<file path="src/rtl/tmcc_pkg.sv">
// Purpose: constants shared by the timer module common core
// Assumes: 250 MHz system clock, byte-wide register port
// Notes: field positions follow the control byte layouts
package tmcc_pkg;
	localparam int CNT_W = 10;
	localparam int PRESC_W = 6;
	// clock select codes
	localparam logic [2:0] CKS_SYS_DIV4 = 3'h0;
	localparam logic [2:0] CKS_SYS = 3'h1;
	localparam logic [2:0] CKS_HS_DIV16 = 3'h2;
	localparam logic [2:0] CKS_HS_DIV64 = 3'h3;
	localparam logic [2:0] CKS_SUB_A = 3'h4;
	localparam logic [2:0] CKS_SUB_B = 3'h5;
	localparam logic [2:0] CKS_EXT_RISE = 3'h6;
	localparam logic [2:0] CKS_EXT_FALL = 3'h7;
	// register addresses on the byte port
	localparam logic [2:0] ADDR_CNT_LO = 3'h0;
	localparam logic [2:0] ADDR_CNT_HI = 3'h1;
	localparam logic [2:0] ADDR_CMPA_LO = 3'h2;
	localparam logic [2:0] ADDR_CMPA_HI = 3'h3;
	localparam logic [2:0] ADDR_CMPP_LO = 3'h4;
	localparam logic [2:0] ADDR_CMPP_HI = 3'h5;
	// reset values
	localparam logic [CNT_W-1:0] CNT_RST = 10'h000;
	localparam logic [7:0] BUF_RST = 8'h00;
	// output action codes
	localparam logic [1:0] ACT_NONE = 2'h0;
	localparam logic [1:0] ACT_LOW = 2'h1;
	localparam logic [1:0] ACT_HIGH = 2'h2;
	localparam logic [1:0] ACT_TOGGLE = 2'h3;
	// capture edge select codes
	localparam logic [1:0] CAP_RISE = 2'h0;
	localparam logic [1:0] CAP_FALL = 2'h1;
	localparam logic [1:0] CAP_BOTH = 2'h2;
	// prescale tap masks
	localparam logic [PRESC_W-1:0] DIV4_MASK = 6'h03;
	localparam logic [PRESC_W-1:0] DIV16_MASK = 6'h0F;
	localparam logic [PRESC_W-1:0] DIV64_MASK = 6'h3F;
	typedef enum logic [1:0] {
		TMCC_MODE_CMP,
		TMCC_MODE_CAPTURE,
		TMCC_MODE_PWM,
		TMCC_MODE_SINGLE
	} tmcc_mode_t;
endpackage

</file>
<file path="src/rtl/tmcc_core.sv">
// Purpose: shared core of a timer module: counter, two comparators, pins, byte port
// Assumes: high-speed and sub clocks arrive as enables on this clock domain
// Notes: external pins pass two flip-flops before edge detection
// What this block does
// - free-running up-counter compared against comparators
// - match raises request, may clear, drives output
// - three-bit field selects counter clock
// - sources: system, high-speed divided, sub, pin
// - external pin counts rising or falling edge
// - separate requests for comparator A and P
// - capture edge rising, falling or both
// - clock pin triggers single pulse mode
// - periodic type may capture from clock pin
// - inverted output is inverse of output
// - compare match sets, clears or toggles output
// - pwm uses the same output pin pair
// - mode set per timer type capability
// - edge aligned pwm, duty or period
// - registers split into low and high bytes
// - buffer moves only on low byte write or high byte read
// - low byte write touches buffer only
// - high write loads high and copies buffer
// - high read snapshots low into buffer
// - low read returns the holding buffer
// - ten-bit upward counter
// - on rising edge clears counter; off freezes
// - pause holds counter, resume continues
module tmcc_core
	import tmcc_pkg::*;
#(
	parameter bit HAS_CAPTURE = 1'b1,
	parameter bit IS_PERIODIC = 1'b1
) (
	input wire logic clk_i,
	input wire logic rst_n_i,
	input wire logic module_on_control_i,
	input wire logic counter_pause_control_i,
	input wire logic [2:0] counter_clock_select_i,
	input wire tmcc_mode_t mode_i,
	input wire logic [1:0] output_action_i,
	input wire logic output_initial_i,
	input wire logic clear_on_a_i,
	input wire logic [1:0] capture_edge_select_i,
	input wire logic capture_from_clock_pin_i,
	input wire logic high_speed_tick_i,
	input wire logic sub_clock_tick_i,
	input wire logic external_clock_pin_i,
	input wire logic capture_pin_i,
	input wire logic reg_wr_i,
	input wire logic reg_rd_i,
	input wire logic [2:0] reg_addr_i,
	input wire logic [7:0] reg_wdata_i,
	output logic [7:0] reg_rdata_o,
	output logic irq_a_o,
	output logic irq_p_o,
	output logic capture_event_o,
	output logic timer_output_pin_o,
	output logic timer_output_inverted_pin_o
);
	logic [PRESC_W-1:0] sys_presc;
	logic [PRESC_W-1:0] hs_presc;
	logic [2:0] ext_sync;
	logic [2:0] cap_sync;
	logic on_q;
	logic [CNT_W-1:0] count;
	logic [CNT_W-1:0] cmp_a;
	logic [CNT_W-1:0] cmp_p;
	logic [7:0] hold_buf;
	logic out_q;
	logic single_armed;
	logic tick;
	logic ext_rise;
	logic ext_fall;
	logic cap_rise;
	logic cap_fall;
	logic match_a;
	logic match_p;
	logic cap_hit;
	logic trig_hit;
	logic mode_ok;

	function automatic logic edge_sel(input logic [1:0] sel, input logic r, input logic f);
		edge_sel = (sel == CAP_RISE) ? r : (sel == CAP_FALL) ? f : (sel == CAP_BOTH) ? (r | f) : 1'b0;
	endfunction

	function automatic logic [7:0] hi_byte(input logic [CNT_W-1:0] v);
		hi_byte = {6'h00, v[CNT_W-1:8]};
	endfunction

	always_ff @(posedge clk_i or negedge rst_n_i) begin
		if (!rst_n_i) begin
			ext_sync <= 3'h0;
			cap_sync <= 3'h0;
		end else begin
			ext_sync <= {ext_sync[1:0], external_clock_pin_i};
			cap_sync <= {cap_sync[1:0], capture_pin_i};
		end
	end

	assign ext_rise = ext_sync[1] & ~ext_sync[2];
	assign ext_fall = ~ext_sync[1] & ext_sync[2];
	assign cap_rise = cap_sync[1] & ~cap_sync[2];
	assign cap_fall = ~cap_sync[1] & cap_sync[2];

	always_ff @(posedge clk_i or negedge rst_n_i) begin
		if (!rst_n_i) begin
			sys_presc <= 6'h00;
			hs_presc <= 6'h00;
		end else begin
			sys_presc <= sys_presc + 6'h01;
			if (high_speed_tick_i) begin
				hs_presc <= hs_presc + 6'h01;
			end
		end
	end

	always_comb begin
		unique case (counter_clock_select_i)
			CKS_SYS_DIV4: tick = (sys_presc[1:0] & DIV4_MASK[1:0]) == 2'h3;
			CKS_SYS: tick = 1'b1;
			CKS_HS_DIV16: tick = high_speed_tick_i && (hs_presc[3:0] & DIV16_MASK[3:0]) == 4'hF;
			CKS_HS_DIV64: tick = high_speed_tick_i && (hs_presc & DIV64_MASK) == 6'h3F;
			CKS_SUB_A, CKS_SUB_B: tick = sub_clock_tick_i;
			CKS_EXT_RISE: tick = ext_rise;
			CKS_EXT_FALL: tick = ext_fall;
		endcase
	end

	// compact type accepts only compare and pwm modes
	assign mode_ok = HAS_CAPTURE || mode_i == TMCC_MODE_CMP || mode_i == TMCC_MODE_PWM;
	assign match_a = tick && count == cmp_a;
	assign match_p = tick && count == cmp_p;
	assign cap_hit = HAS_CAPTURE && mode_ok && mode_i == TMCC_MODE_CAPTURE &&
		((IS_PERIODIC && capture_from_clock_pin_i) ? edge_sel(capture_edge_select_i, ext_rise, ext_fall)
		: edge_sel(capture_edge_select_i, cap_rise, cap_fall));
	assign trig_hit = HAS_CAPTURE && mode_i == TMCC_MODE_SINGLE && ext_rise;

	always_ff @(posedge clk_i or negedge rst_n_i) begin
		if (!rst_n_i) begin
			on_q <= 1'b0;
		end else begin
			on_q <= module_on_control_i;
		end
	end

	// clear on switch-on, freeze when off
	always_ff @(posedge clk_i or negedge rst_n_i) begin
		if (!rst_n_i) begin
			count <= CNT_RST;
		end else if (module_on_control_i && !on_q) begin
			count <= CNT_RST;
		end else if (module_on_control_i && !counter_pause_control_i && tick) begin
			if ((clear_on_a_i && match_a) || (!clear_on_a_i && match_p)) begin
				count <= CNT_RST;
			end else begin
				count <= count + 10'h001;
			end
		end
	end

	always_ff @(posedge clk_i or negedge rst_n_i) begin
		if (!rst_n_i) begin
			irq_a_o <= 1'b0;
			irq_p_o <= 1'b0;
			capture_event_o <= 1'b0;
		end else begin
			irq_a_o <= module_on_control_i && !counter_pause_control_i && match_a;
			irq_p_o <= module_on_control_i && !counter_pause_control_i && (match_p || cap_hit);
			capture_event_o <= cap_hit;
		end
	end

	// edge aligned, period by p, duty by a
	always_ff @(posedge clk_i or negedge rst_n_i) begin
		if (!rst_n_i) begin
			out_q <= 1'b0;
			single_armed <= 1'b0;
		end else if (module_on_control_i && !on_q) begin
			out_q <= output_initial_i;
			single_armed <= 1'b0;
		end else if (module_on_control_i && !counter_pause_control_i) begin
			unique case (mode_i)
				TMCC_MODE_CMP: begin
					if (match_a) begin
						unique case (output_action_i)
							ACT_NONE: out_q <= out_q;
							ACT_LOW: out_q <= 1'b0;
							ACT_HIGH: out_q <= 1'b1;
							ACT_TOGGLE: out_q <= ~out_q;
						endcase
					end
				end
				TMCC_MODE_PWM: begin
					if (match_p) begin
						out_q <= ~output_initial_i;
					end else if (match_a) begin
						out_q <= output_initial_i;
					end
				end
				TMCC_MODE_SINGLE: begin
					if (trig_hit && !single_armed) begin
						single_armed <= 1'b1;
						out_q <= ~output_initial_i;
					end else if (single_armed && match_a) begin
						single_armed <= 1'b0;
						out_q <= output_initial_i;
					end
				end
				TMCC_MODE_CAPTURE: out_q <= out_q;
			endcase
		end
	end

	assign timer_output_pin_o = out_q;
	assign timer_output_inverted_pin_o = ~out_q;

	always_ff @(posedge clk_i or negedge rst_n_i) begin
		if (!rst_n_i) begin
			hold_buf <= BUF_RST;
			cmp_a <= CNT_RST;
			cmp_p <= CNT_RST;
		end else if (reg_wr_i) begin
			unique case (reg_addr_i)
				ADDR_CMPA_LO, ADDR_CMPP_LO: hold_buf <= reg_wdata_i;
				ADDR_CMPA_HI: cmp_a <= {reg_wdata_i[1:0], hold_buf};
				ADDR_CMPP_HI: cmp_p <= {reg_wdata_i[1:0], hold_buf};
				default: hold_buf <= hold_buf;
			endcase
		end else if (reg_rd_i) begin
			unique case (reg_addr_i)
				ADDR_CNT_HI: hold_buf <= count[7:0];
				ADDR_CMPA_HI: hold_buf <= cmp_a[7:0];
				ADDR_CMPP_HI: hold_buf <= cmp_p[7:0];
				default: hold_buf <= hold_buf;
			endcase
		end
	end

	always_ff @(posedge clk_i or negedge rst_n_i) begin
		if (!rst_n_i) begin
			reg_rdata_o <= 8'h00;
		end else if (reg_rd_i) begin
			unique case (reg_addr_i)
				ADDR_CNT_LO, ADDR_CMPA_LO, ADDR_CMPP_LO: reg_rdata_o <= hold_buf;
				ADDR_CNT_HI: reg_rdata_o <= hi_byte(count);
				ADDR_CMPA_HI: reg_rdata_o <= hi_byte(cmp_a);
				ADDR_CMPP_HI: reg_rdata_o <= hi_byte(cmp_p);
				default: reg_rdata_o <= 8'h00;
			endcase
		end
	end

	chk_high_write_commit: assert property (@(posedge clk_i) disable iff (!rst_n_i)
		reg_wr_i && reg_addr_i == ADDR_CMPA_HI |=> cmp_a == {$past(reg_wdata_i[1:0]), $past(hold_buf)})
		else $error("comparator a not committed");
	chk_low_write_buf: assert property (@(posedge clk_i) disable iff (!rst_n_i)
		reg_wr_i && reg_addr_i == ADDR_CMPA_LO |=> $stable(cmp_a) && hold_buf == $past(reg_wdata_i))
		else $error("low write changed comparator");
	chk_high_read_snap: assert property (@(posedge clk_i) disable iff (!rst_n_i)
		reg_rd_i && !reg_wr_i && reg_addr_i == ADDR_CNT_HI |=> hold_buf == $past(count[7:0]))
		else $error("counter low not snapshotted");
	chk_low_read_buf: assert property (@(posedge clk_i) disable iff (!rst_n_i)
		reg_rd_i && reg_addr_i == ADDR_CNT_LO |=> reg_rdata_o == $past(hold_buf))
		else $error("low read not from buffer");
	chk_out_inverse: assert property (@(posedge clk_i) disable iff (!rst_n_i)
		timer_output_inverted_pin_o == ~timer_output_pin_o)
		else $error("output pair not complementary");
	chk_on_clear: assert property (@(posedge clk_i) disable iff (!rst_n_i)
		module_on_control_i && !on_q |=> count == CNT_RST)
		else $error("counter not cleared on switch-on");
	chk_pause_hold: assert property (@(posedge clk_i) disable iff (!rst_n_i)
		on_q && module_on_control_i && counter_pause_control_i |=> $stable(count))
		else $error("counter moved while paused");
	chk_match_irq: assert property (@(posedge clk_i) disable iff (!rst_n_i)
		module_on_control_i && !counter_pause_control_i && match_a |=> irq_a_o)
		else $error("missing comparator a request");
	chk_toggle_action: assert property (@(posedge clk_i) disable iff (!rst_n_i)
		on_q && module_on_control_i && !counter_pause_control_i && mode_i == TMCC_MODE_CMP
		&& output_action_i == ACT_TOGGLE && match_a |=> timer_output_pin_o != $past(timer_output_pin_o))
		else $error("toggle action missed");
	chk_ext_count: assert property (@(posedge clk_i) disable iff (!rst_n_i)
		counter_clock_select_i == CKS_EXT_RISE && !ext_rise |-> !tick)
		else $error("count without rising edge");
endmodule

</file>
<file path="config.mk">
export PLATFORM = sky130hd
export DESIGN_NAME = tmcc_core
export DESIGN_NICKNAME = d
export VERILOG_FILES = /design/src/rtl/tmcc_pkg.sv /design/src/rtl/tmcc_core.sv
export SDC_FILE = /design/constraint.sdc
export NUM_CORES = 1
export LEC_CHECK = 0
export BUFFER_PORTS_ARGS = -buffer_cell sky130_fd_sc_hd__buf_4
export CAP_MARGIN = 20
export CORE_MARGIN = 2
export CORE_UTILIZATION = 52
export DETAILED_ROUTE_END_ITERATION = 7
export MAX_ROUTING_LAYER = met4
export PLACE_DENSITY = 0.72
export SLEW_MARGIN = 10
export SYNTH_ARGS = -nofsm -noshare
export SYNTH_HDL_FRONTEND = slang
export SYNTH_SLANG_ARGS = --single-unit
</file>
<file path="constraint.sdc">
create_clock -name clk_i -period 2.1 [get_ports clk_i]
set_clock_uncertainty 0.1 [all_clocks]
set_input_delay 0.21 -clock clk_i [delete_from_list [all_inputs] [get_ports clk_i]]
set_output_delay 0.21 -clock clk_i [all_outputs]
set_load 0.02 [all_outputs]
</file>
# [After elaboration in Yosys (flattened, before gate mapping)]
# Index checks and enable logic that the tools add are counted.
[word_totals] reg_bits=70 output_inout_bits=13 word_cells=131
[op_classes] addsub=3 n_eq_ne=31 mux=30 bitwise_logic=12 reduce_logical=40
[op_table] operator="$pmux 8 s4" n=1
[op_table] operator="$mux 10" n=3
[op_table] operator="$mux 8" n=3
[op_table] operator="$pmux 8 s3" n=1
[op_table] operator="$eq 10x10->1" n=2
[op_table] operator="$mux 1" n=19
[op_table] operator="$eq 3x3->1 const B" n=6
[op_table] operator="$logic_and 1x1->1" n=15
[op_table] operator="$add 6x1->6 const B" n=2
[op_table] operator="$eq 2x2->1 const B" n=6
[op_table] operator="$eq 3x2->1 const B" n=4
[op_table] operator="$add 10x1->10 const B" n=1
[op_table] operator="$reduce_bool 2->1" n=4
[op_table] operator="$pmux 1 s7" n=1
[op_table] operator="$eq 2x1->1 const B" n=3
[op_table] operator="$eq 3x1->1 const B" n=2
[op_table] operator="$eq 6x6->1 const B" n=1
[op_table] operator="$logic_not 2->1" n=3
[op_table] operator="$logic_not 3->1" n=2
[op_table] operator="$ne 3x3->1 const B" n=2
[op_table] operator="$not 1->1" n=6
[op_table] operator="$pmux 1 s3" n=2
[op_table] operator="$reduce_and 3->1" n=2
[op_table] operator="$reduce_and 6->1" n=1
[op_table] operator="other kinds (13)" n=24

# [Longest topological paths before layout]
# Gate-level depths: netlist of the first run.
[logic_depth] ltp_word=10 mapped_depth=8 mapped_depth_nobuf=8

# [Worst setup path before layout of the first run]
# Ideal clock, no wire load.
[synth_timing] path_type="flip-flop to flip-flop" startpoint="register count[7]" endpoint="register out_q, in the netlist timer_output_pin_o" setup_ns=0.125 t_arrival_ns=1.831 required_ns=1.875 setup_slack_ns=0.045 stages_incl_launch_ff=8 n_path_buf=1 period_less_slack_ns=2.055 path_cell_list="dfrtp_1 -> buf_6 -> xnor2_2 -> nand4_1 -> or3_4 -> a2bb2oi_1 -> a211oi_2 -> mux2_2"
[synth_via] elab_chain_len=6 word_cells_on_any_way=13 cone_classes="eq/ne (5); mux (4); reduce/logical (4)"
[synth_rtl] item="start: declaration" line_no="tmcc_core.sv:65" source="logic [CNT_W-1:0] count;"
[synth_rtl] item="start signal: assignment" line_no="tmcc_core.sv:156" source="count <= count + 10'h001;"
[synth_rtl] item="$eq 10x10->1" line_no="tmcc_core.sv:132" source="assign match_p = tick && count == cmp_p;"
[synth_rtl] item="$logic_and 1x1->1" line_no="tmcc_core.sv:132"
[synth_rtl] item="$mux 1" line_no="tmcc_core.sv:194" source="if (match_p) begin"
[synth_rtl] item="$pmux 1 s3" line_no="tmcc_core.sv:182" source="unique case (mode_i)"
[synth_rtl] item="$mux 1" line_no="tmcc_core.sv:181" source="end else if (module_on_control_i && !counter_pause_control_i) begin"
[synth_rtl] item="$mux 1" line_no="tmcc_core.sv:178" source="end else if (module_on_control_i && !on_q) begin"
[synth_rtl] item="end signal: assignment" line_no="tmcc_core.sv:179" source="out_q <= output_initial_i;"
[synth_rtl] item="end signal: assignment" line_no="tmcc_core.sv:195" source="out_q <= ~output_initial_i;"
[synth_rtl] item="end signal: assignment" line_no="tmcc_core.sv:197" source="out_q <= output_initial_i;"
[synth_rtl] item="end: declaration" line_no="tmcc_core.sv:69" source="logic out_q;"
# Parallel ways exist; a longest one is shown, timed or not. The select of a mux whose other input is x is not followed.
# A chain may end at the register's enable or synchronous reset.

# [Final worst setup path of the first run]
# Ends and elaborated chain as after synthesis.

==> impl_metrics.py, run 1 <==
metrics = {
    "status": {
        "status": "complete, but fails checks",
        "failed_checks": "negative setup slack",
    },
    "sta": {
        "setup_viol": 1,
        "tightestPinTransition_ns": 0.579,
        "fin_crit_sh": 1.04,
        "drv_slew": 0,
        "hold_violations": 0,
        "fin_crit_ns": 2.18,
        "slew_headroom": 0.613,
        "max_freq_mhz": 460,
        "setup_slack_ns": -0.0751,
        "rsz0062_at_grt": "yes",
    },
    "floorplan": {
        "die-area_um2": 7510,
        "initial_core_util": 0.529,
        "core_um2": 6720,
        "rows": 30,
        "die_h_um": 86.7,
        "die_x_um": 86.7,
        "ios": 46,
    },
    "logic_synthesis": {
        "synth_fp_nets": 399,
        "synth-edff-count": 0,
        "syn_avg_cell_area_um2": 9.89,
        "yosys-top-cells-count": "66 x dfrtp_1, 48 x nand2_1, 31 x mux2_2",
        "synth_ff_type": "dfrtp_1",
        "async_reset_ff_frac": 1.00,
        "ys_seq_area_frac": 0.465,
        "yosys-top-cells-area": "dfrtp_1 46%, mux2_2 9.8%, nand2_1 5.1%, xnor2_1 4.9%, o21ai_0 4.1%",
        "synth_warnings": 0,
        "yosysMostFrequentCell": "dfrtp_1",
        "netlist_area_um2": 3550,
        "netlist.top_cell.by_area": "dfrtp_1",
        "synth_cells": 359,
        "synth_seq_cells": 66,
        "ys_types": 47,
        "yosys.area.top_type_share": 0.465,
    },
    "layout": {
        "nFillCells": 532,
        "drive_above_1_share": 0.303,
        "num_antenna_cells": 0,
        "final_util": 0.654,
        "nets": 468,
        "syn_to_final_growth_pct": 23.7,
    },
    "critical_path": {
        "startpoint_type": "flip-flop",
        "slowest_stage": "dfrtp_1",
        "startpoint": "count[7]",
        "reg2regPathDepth": 7,
        "crit_arrival_ns": 2.29,
        "critPathCaptureType": "flip-flop",
        "reg2reg_to": "timer_output_pin_o",
        "critPathCapture": "timer_output_pin_o",
        "path_cells": "buf_4 -> xnor2_1 -> nand4_1 -> nor4_4 -> a2bb2oi_1 -> a211oi_2 -> mux2_2",
        "path_class": "flip-flop to flip-flop",
        "timing.rr.start": "count[7]",
        "path_max_fanout": 6,
        "ff2ff_setup_slack_ns": -0.08,
        "cp.required_ns": 2.22,
        "cpPeakStageDelay_ns": 0.42,
    },
    "min_path": {
        "min_from": "reg_wdata_i[1]",
        "min_path_type": "primary input to flip-flop",
    },
    "clocking": {
        "clockRootBuffer": "clkbuf_8",
        "clock_latency_ns": 0.34,
        "cts_tree": "built",
        "h-tree-depth": 3,
        "cts-buffers-inserted": 9,
        "cts.sinks": 66,
        "path_clk_slew_ns": 0.07,
        "clk_path_buf_depth": 2,
    },
    "grt": {
        "antenna_found_initial": 0,
        "grt_max_degree": 45,
        "grt-ovfl-total": 0,
        "grt_usage": 0.237,
        "grt_first_pass_wirelength_um": 13400,
        "first_global_vias": 2755,
    },
    "routing": {
        "wire_per_inst_um": 15.6,
        "vias": 2830,
        "drcViolationCount": 0,
        "ant_nets": 0,
        "viasPerCell": 5.52,
        "wirelength_um": 7990,
        "drt-initial-drc-count": 152,
        "dr.pass1.iters": 4,
    },
    "power_and_ir_drop": {
        "power_w": 0.00384,
        "p_leak_nw": 1.95,
        "powerDensity_nw_per_um2": 873,
        "max-vdd-ir-drop_mv": 0.626,
    },
    "job": {
        "max-cap-violations": 0,
    },
    "place": {
        "port_buffers": 45,
        "place.gp.congestion": 0.836,
        "hpwl_um": 5810,
        "post-place-ws_ns": -0.0859,
    },
}
[report_power, final]
group	internal (W)	leakage [nW]	switching [W]
Combinational	0.000565	1.02	0.000442
Sequential	0.00154	0.839	0.000268
Clock	0.000545	0.0893	0.000475
Total	0.00265	1.95	0.00118
[layout make-up]
cell class / instances / area (µm²) / area share
flip-flops and latches: 66 / 1650 / 0.376
repair buffers: 77 / 606 / 0.138
multi-input cells: 257 / 1790 / 0.407
clock inverters: 5 / 55.1 / 0.0125
well taps: 80 / 100 / 0.0228
clock buffers: 11 / 131 / 0.0299
inverters: 17 / 63.8 / 0.0145
[repair_timing]
action | 4_1_cts | 5_1_grt
setup endpoints to repair | 2 | 12
endpoints found under the hold margin | 27 | 0
hold buffers | 6 | 0
setup buffers | 1 | 0
gates resized for setup | 2 | 6
[worst min path at each step]
stage / to / slack [ns] / depth (start not counted)
2_1_floorplan: cap_sync[0] / -0.19 / 0
3_3_place_gp: capture_event_o / 0.04 / 1
3_5_place_dp: capture_event_o / 0.04 / 1
4_1_cts: cmp_a[9] / 0.03 / 2
5_1_grt: cmp_a[9] / 0.03 / 2
6_report: cmp_a[9] / 0.04 / 2
[stage by stage]
| stage | hold WS [ns] | area [µm²] | instances | setup TNS, ns |
|---|---|---|---|---|
| floorplan | -0.186 | 3550 | 359 | 0 |
| global placement | 0.0436 | 4100 | 490 | -0.0108 |
| detailed placement | 0.0431 | 4100 | 490 | -0.150 |
| CTS | 0.0253 | 4370 | 513 | -0.0493 |
| global route | 0.0313 | 4400 | 513 | -0.487 |
| finish | 0.0366 | 4400 | 513 | -0.0751 |
[flip-flops by register name, indices dropped and copies added (netlist names)]
register / cells
hs_presc: 6
single_armed: 1
on_q: 1
sys_presc: 2
cmp_p: 10
ext_sync: 3
count: 10
cmp_a: 10
timer_output_pin_o: 1
capture_event_o: 1
irq_a_o: 1
hold_buf: 8
cap_sync: 3
reg_rdata_o: 8
irq_p_o: 1
[logic make-up (layout without fill, tap and decap cells)]
kind of cell             after synthesis  count (layout)  share of synthesized area
adder cells (fa/ha/maj)                7               7                     0.0247
flip-flops                            66              66                      0.465
AND/OR/NAND/NOR                      113             113                      0.161
buffers and inverters                 36             110                     0.0440
AO/OA/AOI/OAI                         77              77                      0.132
XOR/XNOR                              25              25                     0.0638
multiplexers                          35              35                      0.110
[cell usage in the layout (no fill, tap or decap), types with 4 or more instances in the layout]
cell           netlist  final
buf_4                0     70
dfrtp_1             66     66
nand2_1             48     47
mux2_2              31     31
o21ai_0             29     29
xnor2_1             20     18
inv_1               17     17
o22ai_1             15     14
nor2_1              13     13
a21oi_1             13     12
nand3_1             10     10
clkbuf_8             0      9
nor2b_1              8      8
ha_1                 7      7
nand4_1              6      6
dlygate4sd3_1        0      6
nand2b_1             5      5
or3_1                5      5
mux2i_1              4      4
xor2_1               4      4
[routing by layer]
layer | wire length (µm) | GRT usage | vias up
li1 | - | - | 1393
met1 | 3870 | 0.340 | 1348
met2 | 3660 | 0.352 | 80
met3 | 373 | 0.0371 | 9
met4 | 93 | 0.0639 | 0
met5 | 0 | - | -
[worst max-delay path: cells and delay by family, from the launching register on]
family | cells | cell delay, ns
mux | 1 | 0.35
buf+inv | 1 | 0.18
simple gates | 2 | 0.45
compound gates | 2 | 0.38
flops | 1 | 0.42
xor+xnor | 1 | 0.18
No activity file was read; power rests on OpenSTA's default activity.
==> run 2, diff against run 1 <==
--- a/config.mk
+++ b/config.mk
@@ -7,7 +7,7 @@
 export LEC_CHECK = 0
 export BUFFER_PORTS_ARGS = -buffer_cell sky130_fd_sc_hd__buf_4
 export CAP_MARGIN = 20
-export CORE_MARGIN = 2
+export CORE_MARGIN = 8
 export CORE_UTILIZATION = 52
 export DETAILED_ROUTE_END_ITERATION = 7
 export MAX_ROUTING_LAYER = met4
==> run 2 against run 1 <==
- final area rose by 0.20%
- the run still ends with negative setup slack left
- utilization is 0.13 points higher
- combinational power hardly changed
- cell count fell by 0.19%
- largest cell class unchanged
- largest power group unchanged
- register-to-register slack hardly changed
- clock power up 9.8%
- critical path type unchanged
- first-iteration DRC count up 43%
==> impl_metrics.py, run 2 (synthesis results as in run 1) <==
metrics = {
    "status": {
        "status": "complete, but fails checks",
        "failed_checks": "negative setup slack",
    },
    "power_and_ir_drop": {
        "powerDensity_nw_per_um2": 890,
        "p_leak_nw": 1.94,
        "max-vdd-ir-drop_mv": 0.554,
    },
    "routing": {
        "drt-initial-drc-count": 217,
        "wl_met2_um": 3790,
        "viasPerCell": 5.57,
        "wl_met3_um": 477,
        "drcViolationCount": 0,
        "dr.pass1.iters": 4,
        "ant_nets": 0,
        "vias": 2850,
        "wire_per_inst_um": 16.2,
        "wirelength_um": 8300,
        "wl_met1_um": 3910,
        "routed.top_layer": "met4",
    },
    "sta": {
        "slew_headroom": 0.434,
        "hold_violations": 0,
        "tightestPinTransition_ns": 0.849,
        "max_freq_mhz": 462,
        "rsz0062_at_grt": "yes",
        "setup_tns_ns": -0.0642,
        "holdWs_ns": 0.0175,
        "setup_slack_ns": -0.0642,
        "fin_crit_ns": 2.16,
        "drv_slew": 0,
        "setup_viol": 1,
        "fin_crit_sh": 1.03,
    },
    "layout": {
        "syn_to_final_growth_pct": 24.0,
        "num_antenna_cells": 0,
        "largestRegisters": "cmp_a x10, cmp_p x10, count x10",
        "drive_above_1_share": 0.308,
        "nets": 467,
        "final_util": 0.655,
        "nFillCells": 531,
        "layout_commonest_cell": "buf_4",
        "fin_cells": 512,
        "layout_common_cells": "70 x buf_4, 64 x dfrtp_1, 47 x nand2_1, 31 x mux2_2, 27 x o21ai_0",
    },
    "clocking": {
        "h-tree-depth": 3,
        "cts-buffers-inserted": 9,
        "clock_latency_ns": 0.34,
        "clk_path_buf_depth": 2,
        "path_clk_slew_ns": 0.08,
        "clockRootBuffer": "clkbuf_8",
        "cts.sinks": 66,
        "cts_tree": "built",
    },
    "critical_path": {
        "path_max_fanout": 3,
        "crit_arrival_ns": 2.29,
        "startpoint_type": "flip-flop",
        "critPathCaptureType": "flip-flop",
        "path_class": "flip-flop to flip-flop",
        "cp.required_ns": 2.22,
    },
    "place": {
        "place.gp.congestion": 0.828,
        "hpwl_um": 6040,
        "port_buffers": 45,
        "dp_cells": 488,
        "post-place-ws_ns": -0.132,
    },
    "grt": {
        "grt_first_pass_wirelength_um": 14200,
        "grt_usage": 0.186,
        "first_global_vias": 2851,
        "antenna_found_initial": 0,
        "grt_max_degree": 67,
        "grt-ovfl-total": 0,
    },
    "floorplan": {
        "die_x_um": 98.7,
        "die-area_um2": 9730,
        "initial_core_util": 0.529,
        "core_um2": 6720,
        "die_h_um": 98.7,
        "ios": 46,
        "rows": 30,
    },
    "min_path": {
        "min_path_type": "primary input to flip-flop",
    },
    "job": {
        "max-cap-violations": 0,
    },
}
## run 2: changes by cell type in the layout (fill, tap and decap cells not counted), sizes merged
| cell | delta |
|---|---|
| buf | -1 |
## run 2: final cells by class
type | instances | area [µm²] | area share
clock inverters | 5 | 62.6 | 0.0142
clock buffers | 11 | 151 | 0.0344
inverters | 17 | 63.8 | 0.0145
repair buffers | 76 | 586 | 0.133
multi-input cells | 257 | 1790 | 0.406
well taps | 80 | 100 | 0.0227
flip-flops and latches | 66 | 1650 | 0.376
## run 2: what timing repair did
action,in CTS,in global routing
gates resized for setup,4,8
hold buffers,6,0
pin swaps,0,1
endpoints found under the setup margin,4,8
cloned,0,0
hold endpoints to repair,71,0
buffers inserted,0,2
## run 2: worst max-delay path: stages, from the launching register on
cell and delay [ns]:
dfrtp_1 0.43, xnor2_1 0.19, nand4_1 0.15, or3_4 0.42, a2bb2oi_1 0.17, a211oi_2 0.24
mux2_2 0.35
## run 2: power by group
group | internal (W) | total (W) | leakage [nW] | switching (W)
logic | 0.000550 | 0.000987 | 1.01 | 0.000437
registers | 0.00154 | 0.00181 | 0.837 | 0.000269
clock network | 0.000617 | 0.00112 | 0.102 | 0.000504
## run 2: worst paths after layout
path / startpoint / endpoint / slack, ns / depth (start not counted)
min in group asynchronous: rst_n_i / capture_event_o / 0.39 / 2
min reg2reg: cap_sync[0] / cap_sync[1] / 0.25 / 0
max in group asynchronous: rst_n_i / count[6] / 0.91 / 2
max reg2reg: count[5] / timer_output_pin_o / -0.06 / 6
max: count[5] / timer_output_pin_o / -0.06 / 6
min: reg_wdata_i[1] / cmp_p[9] / 0.02 / 2
## run 2: metal layers
layer	global-route usage	vias up
met5	-	-
met4	0.0567	0
met3	0.0430	7
met2	0.271	86
met1	0.250	1357
li1	-	1400
## run 2: metrics by stage
stage                     power (W)  instance area (µm²)
after floorplan             0.00240                 3550
after global placement      0.00274                 4070
after detailed placement    0.00278                 4070
after CTS                   0.00392                 4370
after global routing        0.00415                 4400
final                       0.00392                 4400
